## config.mk

```make
export PLATFORM = sky130hd
export DESIGN_NAME = aig_bridge
export DESIGN_NICKNAME = d
export VERILOG_FILES = /design/src/aig_pkg.sv /design/src/aig_bridge.sv
export SDC_FILE = /design/constraint.sdc
export NUM_CORES = 1
export LEC_CHECK = 0
export BUFFER_PORTS_ARGS = -buffer_cell sky130_fd_sc_hd__buf_2
export CELL_PAD_IN_SITES_DETAIL_PLACEMENT = 2
export CELL_PAD_IN_SITES_GLOBAL_PLACEMENT = 2
export CORE_UTILIZATION = 33
export CTS_CLUSTER_DIAMETER = 40
export CTS_CLUSTER_SIZE = 8
export DETAILED_ROUTE_END_ITERATION = 10
export PLACE_DENSITY = 0.72
export SETUP_SLACK_MARGIN = 0.15
export SLEW_MARGIN = 20
export SYNTH_ARGS = -nofsm -noshare
export SYNTH_HDL_FRONTEND = slang
export SYNTH_SLANG_ARGS = --single-unit
```

## constraint.sdc

```tcl
create_clock -name i_clock -period 2.1 [get_ports i_clock]
set_input_delay 0.105 -clock i_clock [delete_from_list [all_inputs] [get_ports i_clock]]
set_output_delay 0.105 -clock i_clock [all_outputs]
set_load 0.01 [all_outputs]
```

## src/aig_pkg.sv

```systemverilog
package aig_pkg;
  // register offsets on the host port
  localparam logic [11:0] AIG_OFS_CMD  = 12'h100;
  localparam logic [11:0] AIG_OFS_WQ   = 12'h104;
  localparam logic [11:0] AIG_OFS_ADDR = 12'h108;
  // command word fields
  localparam int AIG_LEN_LSB  = 0;
  localparam int AIG_LEN_W    = 4;
  localparam int AIG_OP_LSB   = 8;
  localparam int AIG_OP_W     = 4;
  localparam int AIG_FLAG_BIT = 12;
  localparam int AIG_CMD_W    = 13;
  // bits of the op nibble
  localparam int AIG_OP_RD_BIT   = 0;
  localparam int AIG_OP_STAT_BIT = 1;
  localparam int AIG_OP_MOT_BIT  = 2;
  // status bits returned on a command register read
  localparam int AIG_DONE_BIT = 31;
  localparam int AIG_BUSY_BIT = 30;
  localparam int AIG_NACK_BIT = 29;
  // op codes
  localparam logic [3:0] AIG_OP_WR     = 4'h0;
  localparam logic [3:0] AIG_OP_WR_MOT = 4'h4;
  localparam logic [3:0] AIG_OP_RD     = 4'h1;
  localparam logic [3:0] AIG_OP_RD_MOT = 4'h5;
  localparam logic [3:0] AIG_OP_ST     = 4'h2;
  localparam logic [3:0] AIG_OP_ST_MOT = 4'h6;
  // address widths and reset values
  localparam int AIG_ADDR_W = 20;
  localparam int AIG_DEV_W  = 7;
  localparam logic [AIG_CMD_W-1:0]  AIG_CMD_RST  = 13'h0;
  localparam logic [AIG_ADDR_W-1:0] AIG_ADDR_RST = 20'h0;
  // symbols of the request stream and of the i2c stream
  typedef enum logic [2:0] {
    AIG_AUX_START, AIG_AUX_CMD, AIG_AUX_ADDR, AIG_AUX_LEN,
    AIG_AUX_DATA, AIG_AUX_STOP
  } aig_aux_sym_t;
  typedef enum logic [2:0] {
    AIG_I2C_START, AIG_I2C_RSTART, AIG_I2C_ADDR, AIG_I2C_WDATA,
    AIG_I2C_RDATA, AIG_I2C_STOP
  } aig_i2c_sym_t;
  typedef enum logic [1:0] {
    AIG_BUS_IDLE, AIG_BUS_WRITE, AIG_BUS_READ
  } aig_bus_t;
  typedef enum logic [2:0] {
    AIG_ST_IDLE, AIG_ST_AUX, AIG_ST_START, AIG_ST_ADDR, AIG_ST_DATA,
    AIG_ST_STOP
  } aig_state_t;
endpackage

```

## src/aig_bridge.sv

```systemverilog
`timescale 1ns/100ps
module aig_bridge #(
  parameter int QUEUE_DEPTH = 16
) (
  input  wire logic                   i_clock,
  input  wire logic                   i_rst_b,
  input  wire logic [11:0]            i_reg_addr,
  input  wire logic [31:0]            i_reg_wdata,
  input  wire logic                   i_reg_wr,
  input  wire logic                   i_reg_rd,
  output logic [31:0]                 o_reg_rdata,
  output logic                        o_aux_valid,
  output aig_pkg::aig_aux_sym_t       o_aux_sym,
  output logic [7:0]                  o_aux_byte,
  input  wire logic                   i_aux_ready,
  output logic                        o_i2c_valid,
  output aig_pkg::aig_i2c_sym_t       o_i2c_sym,
  output logic [7:0]                  o_i2c_byte,
  input  wire logic                   i_i2c_done,
  input  wire logic                   i_i2c_ack,
  input  wire logic [7:0]             i_i2c_rx,
  output logic                        o_rx_valid,
  output logic [7:0]                  o_rx_byte
);
  import aig_pkg::*;
  localparam int QW = $clog2(QUEUE_DEPTH);

  logic [AIG_CMD_W-1:0]  cmd, next_cmd;
  logic [AIG_ADDR_W-1:0] addr, next_addr;
  logic [7:0]            wq [QUEUE_DEPTH];
  logic [7:0]            next_wq [QUEUE_DEPTH];
  logic [QW:0]           wq_cnt, next_wq_cnt;
  logic [31:0]           next_reg_rdata;
  aig_state_t            state, next_state;
  aig_bus_t              bus, next_bus;
  logic [AIG_DEV_W-1:0]  bus_dev, next_bus_dev;
  logic [QW-1:0]         rd_ptr, next_rd_ptr;
  logic [AIG_LEN_W-1:0]  byte_cnt, next_byte_cnt;
  logic                  addr_lo, next_addr_lo;
  logic                  done, next_done;
  logic                  nack, next_nack;
  logic                  next_aux_valid, next_i2c_valid, next_rx_valid;
  aig_aux_sym_t          next_aux_sym;
  aig_i2c_sym_t          next_i2c_sym;
  logic [7:0]            next_aux_byte, next_i2c_byte, next_rx_byte;

  // decoded command fields
  logic [3:0]           op;
  logic [AIG_LEN_W-1:0] len;
  logic                 is_rd, is_stat, mid_transaction_flag, start, fin, same;
  logic                 aux_acc, i2c_step, last;
  assign op      = cmd[AIG_OP_LSB +: AIG_OP_W];
  assign len     = cmd[AIG_LEN_LSB +: AIG_LEN_W];
  assign is_rd   = op[AIG_OP_RD_BIT];
  assign is_stat = op[AIG_OP_STAT_BIT];
  assign mid_transaction_flag     = op[AIG_OP_MOT_BIT];
  assign aux_acc  = o_aux_valid && i_aux_ready;
  assign i2c_step = o_i2c_valid && i_i2c_done;
  assign last     = byte_cnt == len;
  // bus already open in this direction toward this device
  assign same = (bus_dev == addr[AIG_DEV_W-1:0]) &&
                (bus == (is_rd ? AIG_BUS_READ : AIG_BUS_WRITE));
  // a command write while busy is dropped, the host must wait for done
  assign start = i_reg_wr && i_reg_addr == AIG_OFS_CMD &&
                 state == AIG_ST_IDLE;
  assign fin = (state != AIG_ST_IDLE) && (next_state == AIG_ST_IDLE);

  // host register port: writes, queue pushes, registered read data
  always_comb begin
    next_cmd    = cmd;
    next_addr   = addr;
    next_wq     = wq;
    next_wq_cnt = fin ? '0 : wq_cnt;  // queue is spent by each command
    next_reg_rdata = o_reg_rdata;
    if (i_reg_wr && state == AIG_ST_IDLE) begin
      if (i_reg_addr == AIG_OFS_CMD) begin
        next_cmd = i_reg_wdata[AIG_CMD_W-1:0];
      end else if (i_reg_addr == AIG_OFS_ADDR) begin
        next_addr = i_reg_wdata[AIG_ADDR_W-1:0];
      end else if (i_reg_addr == AIG_OFS_WQ &&
                   wq_cnt < (QW+1)'(QUEUE_DEPTH)) begin
        next_wq[wq_cnt[QW-1:0]] = i_reg_wdata[7:0];
        next_wq_cnt = wq_cnt + 1'b1;
      end
    end
    if (i_reg_rd) begin
      next_reg_rdata = 32'h0;  // unmapped and write-only read as zero
      if (i_reg_addr == AIG_OFS_CMD) begin
        next_reg_rdata[AIG_CMD_W-1:0] = cmd;
        next_reg_rdata[AIG_DONE_BIT]  = done;
        next_reg_rdata[AIG_BUSY_BIT]  = state != AIG_ST_IDLE;
        next_reg_rdata[AIG_NACK_BIT]  = nack;
      end else if (i_reg_addr == AIG_OFS_ADDR) begin
        next_reg_rdata[AIG_ADDR_W-1:0] = addr;
      end
    end
  end

  always_ff @(posedge i_clock or negedge i_rst_b) begin
    if (!i_rst_b) begin
      cmd         <= AIG_CMD_RST;
      addr        <= AIG_ADDR_RST;
      wq_cnt      <= '0;
      o_reg_rdata <= 32'h0;
      for (int i = 0; i < QUEUE_DEPTH; i++) begin
        wq[i] <= 8'h00;
      end
    end else begin
      cmd         <= next_cmd;
      addr        <= next_addr;
      wq_cnt      <= next_wq_cnt;
      o_reg_rdata <= next_reg_rdata;
      wq          <= next_wq;
    end
  end

  // request framing, then the i2c sequence, then done
  always_comb begin
    next_state     = state;
    next_bus       = bus;
    next_bus_dev   = bus_dev;
    next_rd_ptr    = rd_ptr;
    next_byte_cnt  = byte_cnt;
    next_addr_lo   = addr_lo;
    next_done      = start ? 1'b0 : done;
    next_nack      = start ? 1'b0 : nack;
    next_aux_valid = o_aux_valid;
    next_aux_sym   = o_aux_sym;
    next_aux_byte  = o_aux_byte;
    next_i2c_valid = o_i2c_valid;
    next_i2c_sym   = o_i2c_sym;
    next_i2c_byte  = o_i2c_byte;
    next_rx_valid  = 1'b0;
    next_rx_byte   = o_rx_byte;
    case (state)
      AIG_ST_IDLE: begin
        if (start) begin
          next_state     = AIG_ST_AUX;
          next_aux_valid = 1'b1;
          next_aux_sym   = AIG_AUX_START;
          next_aux_byte  = 8'h00;
          next_addr_lo   = 1'b0;
          next_rd_ptr    = '0;
          next_byte_cnt  = '0;
        end
      end
      AIG_ST_AUX: begin
        if (aux_acc) begin
          case (o_aux_sym)
            AIG_AUX_START: begin
              next_aux_sym  = AIG_AUX_CMD;
              next_aux_byte = {op, addr[19:16]};
            end
            AIG_AUX_CMD: begin
              next_aux_sym  = AIG_AUX_ADDR;
              next_aux_byte = addr[15:8];
            end
            AIG_AUX_ADDR: begin
              if (!addr_lo) begin
                next_addr_lo  = 1'b1;
                next_aux_byte = addr[7:0];
              end else if (is_stat) begin
                next_aux_sym = AIG_AUX_STOP;
              end else begin
                next_aux_sym  = AIG_AUX_LEN;
                next_aux_byte = {4'h0, len};
              end
            end
            AIG_AUX_LEN: begin
              if (is_rd) begin
                next_aux_sym = AIG_AUX_STOP;
              end else begin
                next_aux_sym  = AIG_AUX_DATA;
                next_aux_byte = wq[0];
                next_rd_ptr   = QW'(1);
              end
            end
            AIG_AUX_DATA: begin
              if (last) begin
                next_aux_sym = AIG_AUX_STOP;
              end else begin
                next_aux_byte = wq[rd_ptr];
                next_rd_ptr   = rd_ptr + 1'b1;
                next_byte_cnt = byte_cnt + 1'b1;
              end
            end
            default: begin
              next_aux_valid = 1'b0;
              next_byte_cnt  = '0;
              next_rd_ptr    = QW'(1);
              if (is_stat) begin
                if (!mid_transaction_flag && bus != AIG_BUS_IDLE) begin
                  next_state     = AIG_ST_STOP;
                  next_i2c_valid = 1'b1;
                  next_i2c_sym   = AIG_I2C_STOP;
                end else begin
                  next_state = AIG_ST_IDLE;
                  next_done  = 1'b1;
                end
              end else if (same) begin
                next_state     = AIG_ST_DATA;
                next_i2c_valid = 1'b1;
                next_i2c_sym   = is_rd ? AIG_I2C_RDATA : AIG_I2C_WDATA;
                next_i2c_byte  = is_rd ? 8'h00 : wq[0];
              end else begin
                next_state     = AIG_ST_START;
                next_i2c_valid = 1'b1;
                next_i2c_sym   = bus == AIG_BUS_IDLE ? AIG_I2C_START
                                                     : AIG_I2C_RSTART;
              end
            end
          endcase
        end
      end
      AIG_ST_START: begin
        if (i2c_step) begin
          next_state    = AIG_ST_ADDR;
          next_i2c_sym  = AIG_I2C_ADDR;
          next_i2c_byte = {addr[AIG_DEV_W-1:0], is_rd};
        end
      end
      AIG_ST_ADDR: begin
        if (i2c_step) begin
          if (!i_i2c_ack) begin
            next_nack    = 1'b1;
            next_state   = AIG_ST_STOP;
            next_i2c_sym = AIG_I2C_STOP;
          end else begin
            next_state    = AIG_ST_DATA;
            next_i2c_sym  = is_rd ? AIG_I2C_RDATA : AIG_I2C_WDATA;
            next_i2c_byte = is_rd ? 8'h00 : wq[0];
          end
        end
      end
      AIG_ST_DATA: begin
        if (i2c_step) begin
          if (is_rd) begin
            next_rx_valid = 1'b1;
            next_rx_byte  = i_i2c_rx;
          end
          if (!is_rd && !i_i2c_ack) begin
            // a refused byte ends the burst and closes the bus
            next_nack    = 1'b1;
            next_state   = AIG_ST_STOP;
            next_i2c_sym = AIG_I2C_STOP;
          end else if (last) begin
            next_bus     = is_rd ? AIG_BUS_READ : AIG_BUS_WRITE;
            next_bus_dev = addr[AIG_DEV_W-1:0];
            if (mid_transaction_flag) begin
              next_state     = AIG_ST_IDLE;
              next_i2c_valid = 1'b0;
              next_done      = 1'b1;
            end else begin
              next_state   = AIG_ST_STOP;
              next_i2c_sym = AIG_I2C_STOP;
            end
          end else begin
            next_byte_cnt = byte_cnt + 1'b1;
            next_rd_ptr   = rd_ptr + 1'b1;
            next_i2c_byte = is_rd ? 8'h00 : wq[rd_ptr];
          end
        end
      end
      AIG_ST_STOP: begin
        if (i2c_step) begin
          next_state     = AIG_ST_IDLE;
          next_bus       = AIG_BUS_IDLE;
          next_i2c_valid = 1'b0;
          next_done      = 1'b1;
        end
      end
      default: begin
        next_state = AIG_ST_IDLE;
      end
    endcase
  end

  always_ff @(posedge i_clock or negedge i_rst_b) begin
    if (!i_rst_b) begin
      state       <= AIG_ST_IDLE;
      bus         <= AIG_BUS_IDLE;
      bus_dev     <= '0;
      rd_ptr      <= '0;
      byte_cnt    <= '0;
      addr_lo     <= 1'b0;
      done        <= 1'b0;
      nack        <= 1'b0;
      o_aux_valid <= 1'b0;
      o_aux_sym   <= AIG_AUX_START;
      o_aux_byte  <= 8'h00;
      o_i2c_valid <= 1'b0;
      o_i2c_sym   <= AIG_I2C_START;
      o_i2c_byte  <= 8'h00;
      o_rx_valid  <= 1'b0;
      o_rx_byte   <= 8'h00;
    end else begin
      state       <= next_state;
      bus         <= next_bus;
      bus_dev     <= next_bus_dev;
      rd_ptr      <= next_rd_ptr;
      byte_cnt    <= next_byte_cnt;
      addr_lo     <= next_addr_lo;
      done        <= next_done;
      nack        <= next_nack;
      o_aux_valid <= next_aux_valid;
      o_aux_sym   <= next_aux_sym;
      o_aux_byte  <= next_aux_byte;
      o_i2c_valid <= next_i2c_valid;
      o_i2c_sym   <= next_i2c_sym;
      o_i2c_byte  <= next_i2c_byte;
      o_rx_valid  <= next_rx_valid;
      o_rx_byte   <= next_rx_byte;
    end
  end
endmodule

```

==> impl_metrics.yaml, run 1 <==
run_status:
  outcome: "complete, but fails checks"
  violations: "negative setup slack"
sta:
  slew_headroom: 0.571
  hold_viol_final: 0
  fin_crit_ns: 2.29
  clock_skew_ns: 0.0245
  max_freq_ghz: 0.437
  final_max_slew_viol_count: 0
  setup_viol: 124
  tightest_slew_ns: 0.642
  rsz0062_at_grt: "true"
  tns_ns: -6.69
  fin_ws_ns: -0.188
  finalCritPeriodShare: 1.09
global_routing:
  antenna_found_initial: 0
  grt_pass1_wl_um: 69800
  grtUsageMet2: 0.430
  use_met3: 0.0306
  overflow: 0
  grt_use_total: 0.239
  grt_busiest_layer: "met2"
  grt_max_degree: 81
  grt_pass1_vias: 11200
  grtUsageMet1: 0.299
synth:
  syn_avg_cell_area_um2: 12.3
  synthArstFlopShare: 1.00
  synth_edf_count: 0
  synth_ff_type: "dfrtp_1"
  syn_inst: 1023
  ys_top_cells_by_area: "dfrtp_1 (49%), mux2_2 (15%), mux4_2 (7.2%)"
  netlist.area_leader.share: 0.489
  ys_types: 76
  synth.largest_area_cell: "dfrtp_1"
  yosysWarnings: 0
  ys_ff_latch: 245
  syn-cell-area_um2: 12500
  synth-seq-area-share: 0.489
place:
  dpl_worst_slack_ns: -0.344
  numPortBuffers: 102
  dpl_cell_area_um2: 14600
  gp_congestion: 0.892
  dp_hpwl_um: 29200
clocking:
  clock_path_buffers: 3
  numCtsBuffers: 44
  clk_pin_slew_ns: 0.05
  cts_tree: "yes"
  htree_num_levels: 2
  clk_latency_ns: 0.56
  cts_root_buffer: "clkbuf_16"
  cts.sinks: 245
die:
  initial_core_util: 0.334
  core_um2: 37600
  dieArea_um2: 38800
  dieWidth_um: 197
  pin_count: 124
  row_count: 71
  die_h_um: 197
final_layout:
  n_antenna_cell: 0
  multiInputGateArea_um2: 6450
  seqCellArea_um2: 6140
  drive_gt1_frac: 0.483
  fin_area_um2: 17100
  nFillCells: 3692
  final_core_util: 0.454
  area_growth_pct: 36.0
  nets: 1358
critical_path:
  path_cells: "xor2_1, buf_4, or4_4, or3_4, buf_6, mux2_4"
  worst_ep_required_time_ns: 2.52
  critical_path_depth: 6
  path_buf_inv: 2
  ff2ff_path_depth: 6
  cp_top_family: "simple AND/OR/NAND/NOR gates"
  cp-end-kind: "flop"
  cp.arrival_ns: 2.71
  cp-startpoint: "cmd[2]$_DFFE_PN0P_"
  critPathLaunchType: "flop"
  crit_slowest_cell: "or4_4"
  cpPeakStageDelay_ns: 0.56
  crit_type: "flop to flop"
  crit_fanout: 7
  r2r-start: "cmd[2]$_DFFE_PN0P_"
detailed_routing:
  wl_per_cell_um: 25.1
  post_drt_via_cell_ratio: 5.38
  via_count: 9843
  drt_iter0_drc: 448
  antenna_left: 0
  routed_wl_um: 45900
  drc: 0
  dr.pass1.iters: 5
min_path:
  whs_path_depth: 3
  hp-class: "input pin to flop"
  min_from: "i_reg_wdata[0]"
power_and_ir_drop:
  power_density_nw_per_um2: 728
  vdd_drop_max_v: 0.000472
  p_leak_uw: 0.00808
run:
  drv_cap: 0
==> power by group <==
part / internal [uW] / total, uW / switching, uW
Clock: 4420 / 6860 / 2440
Combinational: 300 / 741 / 441
Sequential: 4780 / 4820 / 43.1
Total: 9500 / 12400 / 2920
==> final timing paths <==
check / end / slack [ns]
worst max-delay path: bus_dev[1]$_DFFE_PN0P_ / -0.19
worst min-delay path: cmd[0]$_DFFE_PN0P_ / 0.03
worst max register to register: bus_dev[1]$_DFFE_PN0P_ / -0.19
worst min register to register: done$_DFF_PN0_ / 0.49
max in group asynchronous: wq[47]$_DFFE_PN0P_ / 1.18
min in group asynchronous: wq_cnt[0]$_DFF_PN0_ / 0.10
==> state kept, by name, summed over array words and instances (netlist names), 5 cells and up <==
signal / count
wq: 128
o_reg_rdata: 23
addr: 20
cmd: 13
o_aux_byte: 8
o_i2c_byte: 8
o_rx_byte: 8
bus_dev: 7
wq_cnt: 5
==> logic make-up (layout without fill, tap and decap cells) <==
logic type | Yosys count | in the layout | synth area share
compound gates | 186 | 186 | 0.101
xor+xnor | 14 | 14 | 0.00978
fa+ha+maj | 6 | 6 | 0.00598
buf+inv | 90 | 377 | 0.0350
flops | 245 | 245 | 0.489
mux | 240 | 240 | 0.251
other cells | 1 | 9 | 0.000299
simple gates | 241 | 241 | 0.108
==> worst register-to-register path, cell delays in order (launching register included) <==
cell and delay, ns:
dfrtp_1 0.39, xor2_1 0.19, buf_4 0.15, or4_4 0.56, or3_4 0.41, buf_6 0.16
mux2_4 0.30
==> Yosys cell counts (all sizes together), types with 4 or more instances <==
master and n:
nor4b 5, o21bai 7, nand2b 8, o21ai 38
nand2 84, dfrtp 245, o22ai 9, clkbuf 37
o31ai 10, a221oi 5, a22oi 21, nor2 60
nand3 29, inv 18, a211o 5, mux2i 20
a21oi 48, ha 6, a2bb2oi 6, and3 6
mux4 40, or2 9, nand4 8, o211ai 9
nor4 4, xor2 7, buf 35, mux2 180
nor3b 4, nor3 8, xnor2 7, a211oi 4
a22o 9
==> layout by cell type (no fill, tap or decap), types with 10 or more instances in the layout <==
cell           netlist  routed
a21oi_1             48      41
a22oi_1             21      21
buf_12               1      20
buf_2               14     101
buf_4               12     122
buf_6                3      10
clkbuf_16            0      47
dfrtp_1            245     241
dlygate4sd3_1        0      28
inv_1               17      16
mux2_2             166     152
mux2_4               7      28
mux2i_1             20      18
mux4_2              40      40
nand2_1             84      81
nand3_1             17      14
nand3_4             11      12
nor2_1              59      55
o21ai_0             33      20
o21ai_1              5      14
==> per-layer routing <==
layer / routed length, um / part of all wire
met1: 19200 / 0.42
met3: 1580 / 0.034
met5: 0 / 0
met2: 24200 / 0.53
met4: 985 / 0.021
==> per-stage QoR <==
step / power, uW / hold WS (ns) / std cells
after floorplan: 5100 / -0.191 / 1031
after global placement: 5500 / 0.0795 / 1699
after detailed placement: 5510 / 0.0823 / 1699
after CTS: 12500 / 0.00583 / 1820
after global routing: 12800 / 0.0421 / 1829
final: 12400 / 0.0331 / 1829
==> final cells by class <==
cell class | count | area share
Multi-Input combinational cell | 696 | 0.378
Sequential cell | 245 | 0.360
Timing Repair Buffer | 288 | 0.139
Clock buffer | 58 | 0.0719
Tap cell | 511 | 0.0375
Clock inverter | 13 | 0.00983
Inverter | 18 | 0.00396
==> repair_timing <==
item / CTS / global route
gates cloned: 3 / 1
setup buffers: 19 / 8
setup endpoints to repair: 185 / 183
endpoints found under the hold margin: 239 / 0
hold buffers: 28 / 0
resized for setup: 82 / 33
pin swaps: 7 / 17
(Power assumes the default switching activity.)
==> run 2, diff against run 1 <==
--- a/config.mk
+++ b/config.mk
@@ -5,14 +5,16 @@
 export SDC_FILE = /design/constraint.sdc
 export NUM_CORES = 1
 export LEC_CHECK = 0
+export ABC_AREA = 1
 export BUFFER_PORTS_ARGS = -buffer_cell sky130_fd_sc_hd__buf_2
 export CELL_PAD_IN_SITES_DETAIL_PLACEMENT = 2
 export CELL_PAD_IN_SITES_GLOBAL_PLACEMENT = 2
-export CORE_UTILIZATION = 33
+export CORE_UTILIZATION = 32
 export CTS_CLUSTER_DIAMETER = 40
 export CTS_CLUSTER_SIZE = 8
 export DETAILED_ROUTE_END_ITERATION = 10
-export PLACE_DENSITY = 0.72
+export PLACE_DENSITY = 0.79
+export REMOVE_ABC_BUFFERS = 1
 export SETUP_SLACK_MARGIN = 0.15
 export SLEW_MARGIN = 20
 export SYNTH_ARGS = -nofsm -noshare
==> run 2 against run 1 <==
  * The flow now finishes without violations
  * Sequential cell count is the same
  * Combinational power shrank 49%
  * First-iteration DRC count grew 52%
  * Cell count grew 28%
  * Critical endpoint is now o_i2c_byte[0]$_DFFE_PN0P_
  * Largest power group unchanged
==> impl_metrics.yaml, run 2 <==
run_status:
  outcome: "complete, no violations"
synth:
  ys_types: 44
  yosysWarnings: 0
  synth-seq-area-share: 0.501
  netlist.area_leader.share: 0.501
  ys_top_cells_by_count: "nand2_1 (428), dfrtp_1 (245), nor2_1 (173), o21ai_0 (153), inv_1 (116)"
  synth.largest_area_cell: "dfrtp_1"
  synth_edf_count: 0
  synthArstFlopShare: 1.00
  yosysMostFrequentCell: "nand2_1"
  synth_compound_area_frac: 0.161
  synthAdderAreaFrac: 0.00613
  ys_top_cells_by_area: "dfrtp_1 (50%), nand2_1 (13%), o21ai_0 (6.3%)"
  syn_avg_cell_area_um2: 7.87
  muxShareOfSynthArea: 0.0138
  synth_top_family_by_area: "simple AND/OR/NAND/NOR gates"
  ys_ff_latch: 245
  syn-cell-area_um2: 12200
  syn_inst: 1557
  synth_ff_type: "dfrtp_1"
  synth_xor_area_frac: 0.00787
  yosys.area_share.simple: 0.241
sta:
  clock_skew_ns: 0.0333
  fin_crit_ns: 2.04
  slew_headroom: 0.343
  tightest_slew_ns: 0.985
  setup_viol: 0
  fin_ws_ns: 0.0631
  final_max_slew_viol_count: 0
  finalCritPeriodShare: 0.970
  rsz0062_at_grt: "true"
  hold_viol_final: 0
  tns_ns: 0
  max_freq_ghz: 0.491
critical_path:
  cp.arrival_ns: 2.55
  crit_fanout: 8
  worst_ep_required_time_ns: 2.61
  critPathLaunchType: "flop"
  crit_type: "flop to flop"
  timing.rr.end: "o_i2c_byte[0]$_DFFE_PN0P_"
  cp-end-kind: "flop"
  r2r-start: "state[0]$_DFF_PN0_"
  ff2ff_path_depth: 13
  r2r_slack_ns: 0.06
power_and_ir_drop:
  power_density_nw_per_um2: 759
  vdd_drop_max_v: 0.000645
  total_power_uw: 12800
  p_leak_uw: 0.00804
final_layout:
  n_antenna_cell: 0
  nFillCells: 4135
  top_register: "wq"
  nets: 1853
  final_cell_mix: "nand2_1 (342), dfrtp_1 (241), nor2_1 (143)"
  largest_reg_flops: 128
  area_growth_pct: 38.1
  drive_gt1_frac: 0.287
  reg_top3: "wq: 128 flops, o_reg_rdata: 23 flops, addr: 20 flops"
  final_common_cell: "nand2_1"
global_routing:
  grt_pass1_vias: 13800
  overflow: 0
  grtUsageMet2: 0.502
  grt_busiest_layer: "met2"
  grt_max_degree: 71
  grt_use_total: 0.283
  use_met3: 0.0478
  antenna_found_initial: 0
  grtUsageMet1: 0.342
  grt_pass1_wl_um: 83800
die:
  row_count: 71
  initial_core_util: 0.325
  dieArea_um2: 39100
  core_um2: 37700
  die_h_um: 198
  pin_count: 124
  dieWidth_um: 198
detailed_routing:
  via_count: 12600
  post_drt_via_cell_ratio: 5.41
  routed_wl_um: 56900
  drt_iter0_drc: 682
  dr.pass1.iters: 5
  drc: 0
  antenna_left: 0
  wl_per_cell_um: 24.4
min_path:
  min_from: "i_reg_wdata[6]"
  whs_path_depth: 4
  min_to: "wq[94]$_DFFE_PN0P_"
  hp-class: "input pin to flop"
place:
  numPortBuffers: 102
  gp_congestion: 0.876
  dpl_worst_slack_ns: -0.0580
  dp_hpwl_um: 32500
clocking:
  htree_num_levels: 2
  cts.sinks: 245
  clock_path_buffers: 3
  cts_root_buffer: "clkbuf_16"
  cts_tree: "yes"
  clk_latency_ns: 0.61
  clk_pin_slew_ns: 0.05
  numCtsBuffers: 48
run:
  drv_cap: 0
## run 2: cell count changes after synthesis, moves of 99 or more
cell and change:
mux2_2 -151, nand2_1 +344, o21ai_1 +101, inv_1 +99, nor2_1 +114, o21ai_0 +120
## run 2: kinds of logic after synthesis
| family | after synthesis |
|---|---|
| mux | 15 |
| other cells | 1 |
| simple gates | 719 |
| fa+ha+maj | 6 |
| flops | 245 |
| compound gates | 355 |
| buf+inv | 205 |
| xor+xnor | 11 |
## run 2: layer usage
metal | up-vias | share of wire
met1 | 6580 | 0.40
met2 | 369 | 0.51
li1 | 5563 | -
met4 | 0 | 0.037
met3 | 125 | 0.044
met5 | - | 0
## run 2: power by group
part           internal (uW)  switching [uW]  total [uW]
Combinational            111             268         378
Sequential              4750            10.7        4760
Clock                   4840            2850        7690
## run 2: layout make-up
| cell class | instances | area [um^2] | share of cell area |
|---|---|---|---|
| inverters | 122 | 469 | 0.0277 |
| multi-input cells | 1120 | 6070 | 0.359 |
| well taps | 511 | 639 | 0.0378 |
| repair buffers | 251 | 2010 | 0.119 |
| clock inverters | 23 | 290 | 0.0172 |
| flip-flops and latches | 245 | 6140 | 0.363 |
| clock buffers | 64 | 1290 | 0.0764 |
## run 2: per-stage QoR
stage,util,cell area [um^2],cells,hold slack [ns]
floorplan,-,11900,1482,-0.191
global placement,0.368,13900,2187,0.0750
detailed placement,0.368,13900,2187,0.0755
CTS,0.434,16400,2325,0.00452
global route,0.449,16900,2336,0.0285
finish,0.449,16900,2336,0.0281
## run 2: critical path, stage by stage (launching register included)
cell     delay (ns)
dfrtp_2        0.43
buf_4          0.16
nor2_4         0.15
nand2_4        0.11
nand2_1        0.07
inv_1          0.05
o21ai_1        0.09
o21ai_2        0.12
nor2_2         0.17
o21ai_2        0.10
a21oi_2        0.16
buf_6          0.16
nand2_1        0.09
nand2_1        0.08
## run 2: timing repair
| action | 4_1_cts | 5_1_grt |
|---|---|---|
| hold buffers | 24 | 0 |
| resized for setup | 92 | 164 |
| buffers inserted | 19 | 9 |
| gates cloned | 8 | 2 |
| hold endpoints to repair | 280 | 0 |
| setup endpoints to repair | 164 | 175 |
| pin swaps | 17 | 45 |
## run 2: how the worst max path moves through the flow
stage                           from                         to  cells after the start
2_1_floorplan  rd_ptr[0]$_DFFE_PN0P_  o_aux_byte[2]$_DFFE_PN0P_                     11
3_3_place_gp      state[1]$_DFF_PN0_        wq_cnt[4]$_DFF_PN0_                     12
3_5_place_dp      state[1]$_DFF_PN0_        wq_cnt[3]$_DFF_PN0_                     13
4_1_cts           state[2]$_DFF_PN0_         wq[64]$_DFFE_PN0P_                     11
5_1_grt           state[1]$_DFF_PN0_          wq[3]$_DFFE_PN0P_                     10
6_report          state[0]$_DFF_PN0_  o_i2c_byte[0]$_DFFE_PN0P_                     13
==> run 3, diff against run 2 <==
--- a/config.mk
+++ b/config.mk
@@ -15,7 +15,6 @@
 export DETAILED_ROUTE_END_ITERATION = 10
 export PLACE_DENSITY = 0.79
 export REMOVE_ABC_BUFFERS = 1
-export SETUP_SLACK_MARGIN = 0.15
 export SLEW_MARGIN = 20
 export SYNTH_ARGS = -nofsm -noshare
 export SYNTH_HDL_FRONTEND = slang
==> run 3 against run 2 <==
  * Cell area shrank 5.3%
  * Register-to-register slack got worse by 0.04 ns
  * Die area unchanged
  * Via count down 5.0%
  * Global-route usage decreased by 2.4 points
  * Clock power down 0.7%
  * Clock-buffer cell count is the same
  * Power fell by 0.48%
  * Setup slack lost 0.039 ns
  * Core utilization down 2.4 points
  * Combinational power fell by 2%
==> impl_metrics.yaml, run 3 (synthesis results as in run 2) <==
critical_path:
  crit_fanout: 16
  crit_type: "flop to flop"
  critPathLaunchType: "flop"
  r2r-start: "state[2]$_DFF_PN0_"
  ff2ff_path_depth: 12
  cp-end-kind: "flop"
  r2r_slack_ns: 0.02
  timing.rr.end: "wq[91]$_DFFE_PN0P_"
  worst_ep_required_time_ns: 2.52
  cp.arrival_ns: 2.50
run_status:
  outcome: "complete, no violations"
detailed_routing:
  antenna_left: 0
  wl_per_cell_um: 22.1
  via_count: 12000
  dr.pass1.iters: 4
  drc: 0
  routed_wl_um: 50900
  post_drt_via_cell_ratio: 5.20
  drt_iter0_drc: 463
final_layout:
  instances_no_fill: 2308
  reg_top3: "wq: 128 flops, o_reg_rdata: 23 flops, addr: 20 flops"
  drive_gt1_frac: 0.203
  final_cell_mix: "nand2_1 (414), dfrtp_1 (242), nor2_1 (166)"
  largest_reg_flops: 128
  area_growth_pct: 30.7
  nets: 1825
  n_antenna_cell: 0
  final_common_cell: "nand2_1"
  top_register: "wq"
run:
  drv_cap: 0
sta:
  clock_skew_ns: 0.0243
  max_freq_ghz: 0.482
  tns_ns: 0
  setup_viol: 0
  tightest_slew_ns: 0.998
  fin_crit_ns: 2.08
  slew_headroom: 0.332
  rsz0062_at_grt: "true"
  final_max_slew_viol_count: 0
  finalCritPeriodShare: 0.989
  hold_viol_final: 0
power_and_ir_drop:
  power_density_nw_per_um2: 797
  clockPowerShare: 0.598
  vdd_drop_max_v: 0.000651
  power_frac_comb: 0.029
  swShare: 0.240
  power_frac_seq: 0.373
  p_leak_uw: 0.00780
  intPower_uw: 9700
  switching_power_uw: 3070
min_path:
  min_from: "i_reg_wdata[7]"
  whs_path_depth: 4
  min_to: "wq[39]$_DFFE_PN0P_"
  hp-class: "input pin to flop"
clocking:
  cts.sinks: 245
  numCtsBuffers: 48
  clk_latency_ns: 0.59
  cts_root_buffer: "clkbuf_16"
  clock_path_buffers: 3
  htree_num_levels: 2
  cts_tree: "yes"
  clk_pin_slew_ns: 0.05
die:
  initial_core_util: 0.325
  dieArea_um2: 39100
  die_h_um: 198
  row_count: 71
  pin_count: 124
  core_um2: 37700
  dieWidth_um: 198
global_routing:
  grt_pass1_vias: 13200
  overflow: 0
  antenna_found_initial: 0
  grt_pass1_wl_um: 77500
  grt_max_degree: 76
  grt_use_total: 0.259
place:
  gp_congestion: 0.876
  placedCellCount: 2187
  dp_hpwl_um: 32500
  numPortBuffers: 102
run 3: changes by cell type in the layout (fill, tap and decap cells not counted), moves of 4 or more:
cell / before / now
nand2_1: 342 / 414
nand2_2: 65 / 14
o21ai_0: 121 / 143
nand2_8: 6 / 0
nand3_2: 9 / 2
nand3_1: 59 / 66
nor2_1: 143 / 166
buf_4: 98 / 86
buf_6: 8 / 0
nand2_4: 39 / 19
o21ai_1: 120 / 116
nor2_2: 26 / 6
o21ai_2: 26 / 8
run 3: repair_timing:
action	in CTS	in global routing
gates resized for setup	4	54
buffers inserted	1	7
cloned	0	2
pin swaps	1	11
hold buffers	24	0
endpoints found under the hold margin	279	0
endpoints found under the setup margin	21	131
run 3: per-layer routing:
metal,GRT usage,routed length (um)
met3,0.0434,1690
met5,0,0
met1,0.322,21800
met4,0.0767,1600
met2,0.458,25800
run 3: power by group through the flow:
stage	Sequential, uW	Clock [uW]	Combinational (uW)
2_1_floorplan	4840	0	70.0
3_3_place_gp	4830	0	325
3_5_place_dp	4830	0	334
4_1_cts	4760	7710	372
5_1_grt	4760	7980	408
6_report	4760	7640	371
run 3: area by class of cell:
class                           count  area, um^2
Sequential cell                   245        6130
Inverter                          122         462
Clock buffer                       64        1290
Clock inverter                     23         290
Fill cell                        4221       21700
Tap cell                          511         639
Multi-Input combinational cell   1115        5460
Timing Repair Buffer              228        1740
run 3: how the worst max path moves through the flow:
| stage | from | to | cells after the start |
|---|---|---|---|
| floorplan | rd_ptr[0]$_DFFE_PN0P_ | o_aux_byte[2]$_DFFE_PN0P_ | 11 |
| global placement | state[1]$_DFF_PN0_ | wq_cnt[4]$_DFF_PN0_ | 12 |
| detailed placement | state[1]$_DFF_PN0_ | wq_cnt[3]$_DFF_PN0_ | 13 |
| CTS | state[2]$_DFF_PN0_ | wq[97]$_DFFE_PN0P_ | 10 |
| global route | state[1]$_DFF_PN0_ | byte_cnt[0]$_DFFE_PN0P_ | 10 |
| finish | state[2]$_DFF_PN0_ | wq[91]$_DFFE_PN0P_ | 12 |
run 3: metrics by stage:
stage / total power, uW / worst slack [ns] / hold WS (ns) / instance area, um^2 / util
after floorplan: 4910 / -1.02 / -0.191 / 11900 / -
after global placement: 5160 / -0.0219 / 0.0750 / 13900 / 0.368
after detailed placement: 5170 / -0.0580 / 0.0755 / 13900 / 0.368
after CTS: 12800 / -0.0163 / 0.00463 / 15700 / 0.417
after global routing: 13100 / -0.0927 / 0.0339 / 16000 / 0.425
final: 12800 / 0.0241 / 0.0249 / 16000 / 0.425
run 3: critical path, cell delays in order (launching register included):
cell     delay [ns]
dfrtp_1        0.40
nor2_2         0.18
inv_2          0.09
nor2_4         0.20
nand2_2        0.12
nor2_4         0.12
nand2_4        0.12
nor2_4         0.16
buf_12         0.14
nand2_2        0.07
buf_12         0.19
nand2_1        0.06
o21ai_1        0.06
